--- src/pmc_cfg.svh ---
// Register offsets, field positions, reset values and masks for the mode control block
`ifndef PMC_CFG_SVH
`define PMC_CFG_SVH
`define PMC_OFF_FEAT_LO 12'h000
`define PMC_OFF_FEAT_HI 12'h004
`define PMC_OFF_CTL0 12'h008
`define PMC_OFF_FLAGS 12'h00c
`define PMC_OFF_CS 12'h010
`define PMC_OFF_CTRL 12'h014
`define PMC_OFF_MODE 12'h018
`define PMC_OFF_PRIO 12'h01c
`define PMC_OFF_GDT_LO 12'h020
`define PMC_OFF_GDT_HI 12'h024
`define PMC_OFF_IDT_LO 12'h028
`define PMC_OFF_IDT_HI 12'h02c
`define PMC_OFF_LDT_LO 12'h030
`define PMC_OFF_LDT_HI 12'h034
`define PMC_OFF_TSR_LO 12'h038
`define PMC_OFF_TSR_HI 12'h03c
`define PMC_OFF_BKP_LO 12'h040
`define PMC_OFF_BKP_HI 12'h044
`define PMC_BIT_FAST_CALL 0
`define PMC_BIT_LONG_EN 8
`define PMC_BIT_LONG_ACT 10
`define PMC_BIT_XD_EN 11
`define PMC_BIT_PROT_EN 0
`define PMC_BIT_PG 31
`define PMC_BIT_V86 17
`define PMC_BIT_CSL 0
`define PMC_BIT_RESUME 0
`define PMC_FEAT_WMASK 32'h00000901
`define PMC_RESET_WORD 32'h00000000
`define PMC_PRIO_MASK 32'h0000000f
`endif

--- src/pmc_pkg.sv ---
// Types shared by the mode control block
package pmc_pkg;
	typedef enum logic [2:0] {
		PMC_REAL = 3'h0,
		PMC_PROT = 3'h1,
		PMC_V86 = 3'h2,
		PMC_COMPAT = 3'h3,
		PMC_BIT64 = 3'h4,
		PMC_MGMT = 3'h5
	} pmc_mode_type;
	typedef enum {PMC_RUN, PMC_IN_MGMT} pmc_state_type;
endpackage

--- src/pmc_wide_reg.sv ---
// One wide system register whose upper half only exists in long mode
`timescale 1ns/1ps
module pmc_wide_reg #(
	parameter int WIDTH = 64
) (
	input wire logic pclk,
	input wire logic presetn,
	input wire logic wide_en,
	input wire logic wr_lo,
	input wire logic wr_hi,
	input wire logic [31:0] wdata,
	output logic [WIDTH-1:0] value
);
	logic [WIDTH-1:0] next_value; // Next contents

	// Low word always writable, high word only while wide
	always_comb begin
		next_value = value;
		if (wr_lo) begin
			next_value[31:0] = wdata;
		end
		if (wr_hi && wide_en) begin
			next_value[WIDTH-1:32] = wdata[WIDTH-33:0];
		end
		// Leaving long mode truncates, so stale upper bits never leak back
		if (!wide_en) begin
			next_value[WIDTH-1:32] = '0;
		end
	end

	// Storage
	always_ff @(posedge pclk or negedge presetn) begin
		if (!presetn) begin
			value <= '0;
		end else begin
			value <= next_value;
		end
	end
endmodule // pmc_wide_reg

--- src/pmc_mgmt_entry.sv ---
// Turns each activation of the management interrupt pin into a one-cycle request
`timescale 1ns/1ps
module pmc_mgmt_entry (
	input wire logic pclk,
	input wire logic presetn,
	input wire logic mgmt_interrupt_pin_n,
	output logic mgmt_req
);
	logic pin_prev_n; // Last pin level, idle high
	logic next_pin_prev_n; // Next pin level

	// Falling edge is one activation
	always_comb begin
		next_pin_prev_n = mgmt_interrupt_pin_n;
		mgmt_req = pin_prev_n && !mgmt_interrupt_pin_n;
	end

	// Edge history
	always_ff @(posedge pclk or negedge presetn) begin
		if (!presetn) begin
			pin_prev_n <= 1'b1;
		end else begin
			pin_prev_n <= next_pin_prev_n;
		end
	end
endmodule // pmc_mgmt_entry

--- src/pmc_mode_ctrl.sv ---
// Operating-mode control: mode tracking, management mode, feature register, APB slave
`include "pmc_cfg.svh"
`timescale 1ns/1ps
module pmc_mode_ctrl (
	input wire logic pclk,
	input wire logic presetn,
	input wire logic psel,
	input wire logic penable,
	input wire logic pwrite,
	input wire logic [11:0] paddr,
	input wire logic [31:0] pwdata,
	output logic [31:0] prdata,
	output logic pready,
	output logic pslverr,
	input wire logic mgmt_interrupt_pin_n,
	output pmc_pkg::pmc_mode_type current_mode,
	output logic fast_call_allowed,
	output logic execute_disable_enable,
	output logic mgmt_address_space
);
	import pmc_pkg::*;

	logic [31:0] feat_lo; // Feature register low word, writable bits only
	logic [31:0] control_reg_zero; // Low word of control register zero
	logic [31:0] system_flags_register; // Low word of flags
	logic [31:0] cs_attr; // Current code segment attributes
	logic [31:0] priority_control_reg; // Task priority level
	logic long_mode_active; // Hardware-owned active bit
	pmc_state_type state; // Running or in management mode
	pmc_mode_type saved_mode; // Mode to return to
	logic [31:0] saved_ctl0; // Saved context
	logic [31:0] saved_flags; // Saved context
	logic [31:0] saved_cs; // Saved context
	logic [31:0] next_feat_lo;
	logic [31:0] next_control_reg_zero;
	logic [31:0] next_system_flags_register;
	logic [31:0] next_cs_attr;
	logic [31:0] next_priority_control_reg;
	logic next_long_mode_active;
	pmc_state_type next_state;
	pmc_mode_type next_saved_mode;
	logic [31:0] next_saved_ctl0;
	logic [31:0] next_saved_flags;
	logic [31:0] next_saved_cs;
	logic [31:0] next_prdata;
	logic next_pslverr;
	logic wr; // Write takes effect this edge
	logic rd; // Read data taken this edge
	logic mgmt_req; // Management interrupt request pulse
	logic resume_req; // Resume instruction executed
	logic mapped; // Address decodes
	pmc_mode_type live_mode; // Mode from the flags
	logic [63:0] gdt_q; // Widened table registers
	logic [63:0] idt_q;
	logic [63:0] ldt_q;
	logic [63:0] tsr_q;
	logic [63:0] bkp_q; // Breakpoint address

	// Zero-wait slave: every access completes in its first access cycle
	assign pready = 1'b1;
	assign wr = psel && penable && pwrite;
	assign rd = psel && penable && !pwrite;
	assign resume_req = wr && (paddr == `PMC_OFF_CTRL) && pwdata[`PMC_BIT_RESUME];

	pmc_mgmt_entry u_entry (
		.pclk(pclk),
		.presetn(presetn),
		.mgmt_interrupt_pin_n(mgmt_interrupt_pin_n),
		.mgmt_req(mgmt_req)
	);

	// Table and task registers widen only while long mode is active
	pmc_wide_reg #(.WIDTH(64)) u_gdt (
		.pclk(pclk), .presetn(presetn), .wide_en(long_mode_active),
		.wr_lo(wr && paddr == `PMC_OFF_GDT_LO), .wr_hi(wr && paddr == `PMC_OFF_GDT_HI),
		.wdata(pwdata), .value(gdt_q)
	);
	pmc_wide_reg #(.WIDTH(64)) u_idt (
		.pclk(pclk), .presetn(presetn), .wide_en(long_mode_active),
		.wr_lo(wr && paddr == `PMC_OFF_IDT_LO), .wr_hi(wr && paddr == `PMC_OFF_IDT_HI),
		.wdata(pwdata), .value(idt_q)
	);
	pmc_wide_reg #(.WIDTH(64)) u_ldt (
		.pclk(pclk), .presetn(presetn), .wide_en(long_mode_active),
		.wr_lo(wr && paddr == `PMC_OFF_LDT_LO), .wr_hi(wr && paddr == `PMC_OFF_LDT_HI),
		.wdata(pwdata), .value(ldt_q)
	);
	pmc_wide_reg #(.WIDTH(64)) u_tsr (
		.pclk(pclk), .presetn(presetn), .wide_en(long_mode_active),
		.wr_lo(wr && paddr == `PMC_OFF_TSR_LO), .wr_hi(wr && paddr == `PMC_OFF_TSR_HI),
		.wdata(pwdata), .value(tsr_q)
	);
	// Compatibility sub-mode still matches on all 64 bits, so width follows long mode
	pmc_wide_reg #(.WIDTH(64)) u_bkp (
		.pclk(pclk), .presetn(presetn), .wide_en(long_mode_active),
		.wr_lo(wr && paddr == `PMC_OFF_BKP_LO), .wr_hi(wr && paddr == `PMC_OFF_BKP_HI),
		.wdata(pwdata), .value(bkp_q)
	);

	// Mode derived from the flags when not in management mode
	always_comb begin
		if (!control_reg_zero[`PMC_BIT_PROT_EN]) begin
			live_mode = PMC_REAL;
		end else if (long_mode_active) begin
			live_mode = cs_attr[`PMC_BIT_CSL] ? PMC_BIT64 : PMC_COMPAT;
		end else if (system_flags_register[`PMC_BIT_V86]) begin
			live_mode = PMC_V86;
		end else begin
			live_mode = PMC_PROT;
		end
		current_mode = (state == PMC_IN_MGMT) ? PMC_MGMT : live_mode;
		fast_call_allowed = feat_lo[`PMC_BIT_FAST_CALL] && (current_mode == PMC_BIT64);
		execute_disable_enable = feat_lo[`PMC_BIT_XD_EN];
		mgmt_address_space = (state == PMC_IN_MGMT);
	end

	// Register writes, long mode activation and management entry/exit
	always_comb begin
		next_feat_lo = feat_lo;
		next_control_reg_zero = control_reg_zero;
		next_system_flags_register = system_flags_register;
		next_cs_attr = cs_attr;
		next_priority_control_reg = priority_control_reg;
		next_long_mode_active = long_mode_active;
		next_state = state;
		next_saved_mode = saved_mode;
		next_saved_ctl0 = saved_ctl0;
		next_saved_flags = saved_flags;
		next_saved_cs = saved_cs;
		if (wr) begin
			unique case (paddr)
				// Active bit and reserved bits ignore writes
				`PMC_OFF_FEAT_LO: next_feat_lo = pwdata & `PMC_FEAT_WMASK;
				`PMC_OFF_CTL0: next_control_reg_zero = pwdata;
				`PMC_OFF_FLAGS: begin
					next_system_flags_register = pwdata;
					// Virtual-8086 cannot be set in long mode
					if (long_mode_active) begin
						next_system_flags_register[`PMC_BIT_V86] = 1'b0;
					end
				end
				`PMC_OFF_CS: next_cs_attr = pwdata;
				`PMC_OFF_PRIO: begin
					if (long_mode_active) begin
						next_priority_control_reg = pwdata & `PMC_PRIO_MASK;
					end
				end
				default: begin
				end
			endcase
		end
		// Activation follows protection, paging and the enable bit
		next_long_mode_active = next_control_reg_zero[`PMC_BIT_PROT_EN] && next_control_reg_zero[`PMC_BIT_PG]
			&& next_feat_lo[`PMC_BIT_LONG_EN];
		if (next_long_mode_active) begin
			next_system_flags_register[`PMC_BIT_V86] = 1'b0;
		end
		unique case (state)
			PMC_RUN: begin
				if (mgmt_req) begin
					next_state = PMC_IN_MGMT;
					next_saved_mode = live_mode;
					next_saved_ctl0 = next_control_reg_zero;
					next_saved_flags = next_system_flags_register;
					next_saved_cs = next_cs_attr;
				end
			end
			PMC_IN_MGMT: begin
				// Further requests while inside are absorbed
				if (resume_req) begin
					next_state = PMC_RUN;
					next_control_reg_zero = saved_ctl0;
					next_system_flags_register = saved_flags;
					next_cs_attr = saved_cs;
					next_long_mode_active = (saved_mode == PMC_COMPAT) || (saved_mode == PMC_BIT64);
				end
			end
		endcase
	end

	// Read mux; unmapped addresses answer with an error
	always_comb begin
		mapped = 1'b1;
		next_prdata = prdata;
		next_pslverr = 1'b0;
		unique case (paddr)
			`PMC_OFF_FEAT_LO: next_prdata = feat_lo | ({31'h0, long_mode_active} << `PMC_BIT_LONG_ACT);
			`PMC_OFF_FEAT_HI: next_prdata = 32'h0;
			`PMC_OFF_CTL0: next_prdata = control_reg_zero;
			`PMC_OFF_FLAGS: next_prdata = system_flags_register;
			`PMC_OFF_CS: next_prdata = cs_attr;
			`PMC_OFF_CTRL: next_prdata = 32'h0;
			`PMC_OFF_MODE: next_prdata = {29'h0, current_mode};
			`PMC_OFF_PRIO: next_prdata = long_mode_active ? priority_control_reg : 32'h0;
			`PMC_OFF_GDT_LO: next_prdata = gdt_q[31:0];
			`PMC_OFF_GDT_HI: next_prdata = gdt_q[63:32];
			`PMC_OFF_IDT_LO: next_prdata = idt_q[31:0];
			`PMC_OFF_IDT_HI: next_prdata = idt_q[63:32];
			`PMC_OFF_LDT_LO: next_prdata = ldt_q[31:0];
			`PMC_OFF_LDT_HI: next_prdata = ldt_q[63:32];
			`PMC_OFF_TSR_LO: next_prdata = tsr_q[31:0];
			`PMC_OFF_TSR_HI: next_prdata = tsr_q[63:32];
			`PMC_OFF_BKP_LO: next_prdata = bkp_q[31:0];
			`PMC_OFF_BKP_HI: next_prdata = bkp_q[63:32];
			default: mapped = 1'b0;
		endcase
		if (!mapped) begin
			next_prdata = 32'h0;
		end
		// Setup cycle loads read data so it stands in the access cycle
		if (!(psel && !penable)) begin
			next_prdata = prdata;
		end
		next_pslverr = psel && !penable && !mapped;
		if (psel && penable) begin
			next_pslverr = pslverr;
		end
	end

	// State registers; reset lands in real-address mode
	always_ff @(posedge pclk or negedge presetn) begin
		if (!presetn) begin
			feat_lo <= `PMC_RESET_WORD;
			control_reg_zero <= `PMC_RESET_WORD;
			system_flags_register <= `PMC_RESET_WORD;
			cs_attr <= `PMC_RESET_WORD;
			priority_control_reg <= `PMC_RESET_WORD;
			long_mode_active <= 1'b0;
			state <= PMC_RUN;
			saved_mode <= PMC_REAL;
			saved_ctl0 <= `PMC_RESET_WORD;
			saved_flags <= `PMC_RESET_WORD;
			saved_cs <= `PMC_RESET_WORD;
			prdata <= 32'h0;
			pslverr <= 1'b0;
		end else begin
			feat_lo <= next_feat_lo;
			control_reg_zero <= next_control_reg_zero;
			system_flags_register <= next_system_flags_register;
			cs_attr <= next_cs_attr;
			priority_control_reg <= next_priority_control_reg;
			long_mode_active <= next_long_mode_active;
			state <= next_state;
			saved_mode <= next_saved_mode;
			saved_ctl0 <= next_saved_ctl0;
			saved_flags <= next_saved_flags;
			saved_cs <= next_saved_cs;
			prdata <= next_prdata;
			pslverr <= next_pslverr;
		end
	end
endmodule // pmc_mode_ctrl

--- config.mk ---
export PLATFORM = sky130hd
export DESIGN_NAME = pmc_mode_ctrl
export DESIGN_NICKNAME = d
export VERILOG_FILES = /design/src/pmc_pkg.sv /design/src/pmc_wide_reg.sv /design/src/pmc_mgmt_entry.sv /design/src/pmc_mode_ctrl.sv
export VERILOG_INCLUDE_DIRS = /design/src
export SDC_FILE = /design/constraint.sdc
export NUM_CORES = 1
export LEC_CHECK = 0
export BUFFER_PORTS_ARGS = -buffer_cell sky130_fd_sc_hd__buf_2
export CORE_ASPECT_RATIO = 0.5
export CORE_MARGIN = 4
export CORE_UTILIZATION = 60
export DETAILED_ROUTE_END_ITERATION = 12
export HOLD_SLACK_MARGIN = 0.05
export PLACE_DENSITY = 0.75
export REMOVE_ABC_BUFFERS = 1
export SKIP_CTS_REPAIR_TIMING = 1
export SLEW_MARGIN = 20
export SYNTH_ARGS = -nofsm -noshare
export SYNTH_HDL_FRONTEND = slang
export SYNTH_HIERARCHICAL = 1
export SYNTH_SLANG_ARGS = --single-unit
--- constraint.sdc ---
create_clock -name pclk -period 2.39 [get_ports pclk]
set_input_delay 0.478 -clock pclk [delete_from_list [all_inputs] [get_ports pclk]]
set_output_delay 0.478 -clock pclk [all_outputs]
set_load 0.1 [all_outputs]
# After elaboration in Yosys (flattened, before gate mapping)
# Cells that the tools add are included.
# Widths: inputs -> output; s select.
dict set report totals {
  regBits 589
  in_bits 50
  out_inout_bits 40
  elab_cells 134
}
dict set report op_classes {
  eq_ne 30
  muxes 40
  bitwise 1
  reduce_logical 38
}
# op n
set ops {}
lappend ops {{$mux 32} 25}
lappend ops {{$pmux 32 s17} 1}
lappend ops {{$eq 12x6->1 const B} 8}
lappend ops {{$pmux 32 s2} 1}
lappend ops {{$eq 12x5->1 const B} 4}
lappend ops {{$eq 32x1->1 const B} 1}
lappend ops {{$eq 32x2->1 const B} 1}
lappend ops {{$logic_not 32->1} 1}
lappend ops {{$logic_and 1x1->1} 25}
lappend ops {{$eq 12x4->1 const B} 2}
lappend ops {{$eq 12x7->1 const B} 2}
lappend ops {{$mux 9} 2}
lappend ops {{$ne 18x2->1 const B} 1}
lappend ops {{$reduce_or 18->1} 1}
lappend ops {{$eq 12x3->1 const B} 1}
lappend ops {{$logic_not 12->1} 1}
lappend ops {{$mux 3} 4}
lappend ops {{$or 12x11->12} 1}
lappend ops {{$ne 2x1->1 const B} 5}
lappend ops {{$reduce_and 2->1} 4}
lappend ops {{$eq 3x3->1 const B} 2}
lappend ops {{$mux 1} 5}
lappend ops {{$mux 4} 1}
lappend ops {{$ne 2x2->1 const B} 2}
lappend ops {{6 further kinds} 8}

# Longest topological paths before layout
dict set report logic_depth {
  depth_word 8
  ltp_mapped 10
  depth_no_buf 6
}

# Hierarchy
# Netlist, hierarchy kept.
# module n_inst cells_per_inst area_per_inst_um2 seq_area_each_um2
set by_module_without_submodules {}
lappend by_module_without_submodules {pmc_wide_reg 5 171 2733.9 1601.5}
lappend by_module_without_submodules {pmc_mode_ctrl 1 1431 13359.1 5930.7}
lappend by_module_without_submodules {pmc_mgmt_entry 1 2 40.0 26.3}

# Worst setup path before layout
# No wires, ideal clock.
dict set report synth_path {
  kind {flip-flop to output port}
  from {register long_mode_active}
  to {output fast_call_allowed}
  t_arrival_ns 3.297
  setup_slack_ns -1.385
  stages_incl_launch_ff 4
  n_path_buf 1
  path_cell_list {dfrtp_1 -> clkbuf_1 -> nand3_1 -> nor3b_1}
}
dict set report synth_between {
  elab_chain_cells 5
}
# element line
set synth_lines {}
lappend synth_lines {{from (decl)} pmc_mode_ctrl.sv:28} ;# logic long_mode_active;
lappend synth_lines {{from (signal assigned)} pmc_mode_ctrl.sv:242} ;# long_mode_active <= next_long_mode_active;
lappend synth_lines {{$mux 3} pmc_mode_ctrl.sv:104} ;# end else if (long_mode_active) begin
lappend synth_lines {{$mux 3} pmc_mode_ctrl.sv:102} ;# if (!control_reg_zero[`PMC_BIT_PROT_EN]) begin
lappend synth_lines {{$mux 3} pmc_mode_ctrl.sv:111} ;# current_mode = (state == PMC_IN_MGMT) ? PMC_MGMT : live_mode;
lappend synth_lines {{$eq 3x3->1} pmc_mode_ctrl.sv:112} ;# fast_call_allowed = feat_lo[`PMC_BIT_FAST_CALL] && (current_mode == PMC_BIT64);
lappend synth_lines {{$logic_and 1x1->1} pmc_mode_ctrl.sv:112}
lappend synth_lines {{to (decl)} pmc_mode_ctrl.sv:17} ;# output logic fast_call_allowed,
# No other way between the ends.

# Final worst setup path
dict set report layout_path {
  from {input paddr[5]}
  to {register prdata[25]}
}
dict set report layout_between {
  elab_chain_cells 5
}
# element line
set layout_lines {}
lappend layout_lines {{from (decl)} pmc_mode_ctrl.sv:10} ;# input wire logic [11:0] paddr,
lappend layout_lines {{$eq 12x5->1 (tied with other cells)} pmc_mode_ctrl.sv:186} ;# unique case (paddr)
lappend layout_lines {{$reduce_or 18->1 (no line)} n/a}
lappend layout_lines {{$mux 1} pmc_mode_ctrl.sv:186}
lappend layout_lines {{$ne 18x2->1 (no line)} n/a}
lappend layout_lines {{$reduce_and 2->1 (no line)} n/a}
lappend layout_lines {{to (signal assigned)} pmc_mode_ctrl.sv:248} ;# prdata <= next_prdata;
lappend layout_lines {{to (decl)} pmc_mode_ctrl.sv:12} ;# output logic [31:0] prdata,
# Parallel ways exist; a longest one is shown, timed or not.
# A chain may end at the register's enable or synchronous reset.

==> results_dict.tcl <==
set metrics [dict create \
    status "finished, final reports clean" \
    worstPathRequired_ns 2.92 \
    dieHeight_um 158 \
    grt-ovfl-total 0 \
    async_reset_ff_frac 1.00 \
    tightest_slew_ns 0.697 \
    dpl.cell_count 3073 \
    p_leak_nw 13.7 \
    n_fill_cell 3062 \
    grt_pass1_vias 20831 \
    routed_wirelength_um 87400 \
    synth_area_um2 27100 \
    synth_fa_ha_area_frac 0 \
    layout_common_cells "dfrtp_1, mux2i_1, buf_4" \
    grt_usage 0.358 \
    finalNetCount 2587 \
    startpoint_type "primary input" \
    cp_common_cell "buf_4" \
    finalCriticalPeriod_ns 2.30 \
    initial_core_util 0.614 \
    synth-edff-count 0 \
    gp_congestion 0.953 \
    insertion_delay_ns 0.61 \
    rsz0062_at_grt "false" \
    grt_max_degree 79 \
    diodes 0 \
    max_freq_ghz 0.434 \
    syn_inst 2288 \
    crit_buf_inv 4 \
    powerDensity_nw_per_um2 586 \
    synthDistinctLibCells 72 \
    port_buffers 88 \
    maxCapViolations 0 \
    avgSynthCellArea_um2 11.8 \
    ys_warn_count 6 \
    synth_top_family_by_area "multiplexers" \
    cts_tree "done" \
    crit_fanout 10 \
    peakVddDrop_mv 0.501 \
    clockBufferDepth 3 \
    path_clk_slew_ns 0.07 \
    cts_buffers 48 \
    wl_per_cell_um 27.6 \
    ys.flop_type "dfrtp_1" \
    drcViolationCount 0 \
    path_cells "buf_2 -> buf_4 -> buf_4 -> nor3b_2 -> buf_4 -> nand2_1 -> o22ai_1 -> a211oi_1 -> o22ai_1 -> a2bb2oi_1" \
    hpwl_um 59500 \
    slew_violations 0 \
    ys_ff_latch 558 \
    die_area_um2 48800 \
    design_area_um2 31500 \
    vias_per_cell 6.56 \
    antenna_found_initial 2 \
    first_iter_violations 2486 \
    drive_gt1_frac 0.272 \
    hp-class "in2reg" \
    syn_to_final_growth_pct 16.4 \
    arrival_ns 2.83 \
    dr.pass1.iters 5 \
    cp_slowest_cell "nor3b_2" \
    ios 90 \
    synthSimpleGateAreaFrac 0.108 \
    grt_pass1_wl_um 131000 \
    setup_viol 0 \
    yosysSeqAreaShare 0.516 \
    synth.mux.area_fraction 0.212 \
    cts.htree.levels 2 \
    final_common_cell "dfrtp_1" \
    synth_xor_area_frac 0 \
    root_buffer "clkbuf_16" \
    critPathMaxStageDelay_ns 0.52 \
    rows 54 \
    cts.sinks 558 \
    critical_path.top_delay_family "buffers and inverters" \
    skew_ns 0.0268 \
    die_x_um 308 \
    core_area_um2 44100 \
    maxSlewHeadroom 0.531 \
    crit_type "in2reg" \
    placedInstanceArea_um2 29900 \
    hold_viol_final 0 \
    via_count 20766 \
    final_cells 3164 \
    postRouteAntennaNets 0 \
    synth-compound-area-share 0.116 \
    endpoint_kind "flip-flop" \
    fin_crit_sh 0.964 \
]
[worst reg2reg max path, stage by stage, from the launching register on]
cell       delay (ns)
dfrtp_4          0.52
nand3_1          0.14
nand2b_1         0.14
a32oi_1          0.21
nor3_1           0.07
buf_4            0.15
a2111oi_0        0.52
buf_4            0.21
a22oi_1          0.06
[cell usage after synthesis, types with 7 or more instances]
cell         n  area [um^2]
a32oi_1     17          149
buf_6       24          270
a2bb2oi_1    7         61.3
mux2_2      35          394
a31oi_1      9         56.3
nor2b_1    167         1040
buf_2       21          105
nor4_1       8         50.1
a21oi_2     15          131
a22o_1      18          158
buf_12      15          300
nand2b_1     7         43.8
buf_4        7         52.6
nor3_1      24          120
o21ai_0    127          636
nand2_1    149          559
a22oi_1     74          556
o22ai_1     20          125
nand3_1     34          170
buf_8       15          225
dfrtp_1    557        13900
a221oi_1    10         87.6
nor2_1     143          537
mux2i_1    301         3010
a21oi_1    112          561
mux2_4     150         2250
nor2_2       8         50.1
a222oi_1     7         70.1
clkbuf_1    88          330
a221o_1     15          150
[cell type report]
cell class / count / area, um^2 / share of cell area
clock buffer: 76 / 1460 / 0.0462
timing repair buffer: 375 / 3330 / 0.106
tap: 588 / 736 / 0.0233
multi-input combinational: 1552 / 11900 / 0.377
clock inverter: 13 / 125 / 0.00397
sequential: 558 / 14000 / 0.443
inverter: 2 / 7.51 / 0.000238
[per-stage QoR]
stage | hold slack [ns] | worst slack, ns | util | setup TNS (ns) | power, W
final | 0.189 | 0.0865 | 0.715 | 0 | 0.0185
after global routing | 0.197 | 0.0156 | 0.715 | 0 | 0.0189
after CTS | -0.140 | -0.0981 | 0.715 | -0.137 | 0.0185
after detailed placement | 0.471 | -0.678 | 0.679 | -83.54 | 0.0106
after global placement | 0.463 | -0.564 | 0.679 | -74.19 | 0.0106
after floorplan | 0.182 | -4.71 | - | -1447.87 | 0.00980
[cells by family after synthesis]
family / after synthesis
flops: 558
simple gates: 584
buf+inv: 178
mux: 489
other cells: 1
compound gates: 478
[report_power, final]
part           switching, W  leakage [nW]  internal, W
logic              0.000697          5.16     0.000274
registers        0.00000646          7.79      0.00945
clock network       0.00371         0.778      0.00432
total               0.00442          13.7       0.0140
[routing by layer]
layer,part of all wire,up-vias,global-route usage
met3,0.11,260,0.0969
met4,0.036,6,0.115
li1,-,8703,-
met5,0.0016,-,0.0155
met2,0.43,1201,0.537
met1,0.42,10596,0.512
[worst paths after layout]
path / from / depth (start not counted) / slack [ns] / end
max: paddr[5] / 10 / 0.09 / prdata[25]
min: psel / 3 / 0.19 / pslverr
max reg2reg: long_mode_active / 8 / 0.25 / prdata[2]
min reg2reg: saved_cs[0] / 2 / 0.48 / saved_cs[0]
max in group asynchronous: presetn / 3 / 1.00 / u_ldt/value[3]
min in group asynchronous: presetn / 2 / 0.46 / system_flags_register[12]
Power figures use the tool's default switching activity.
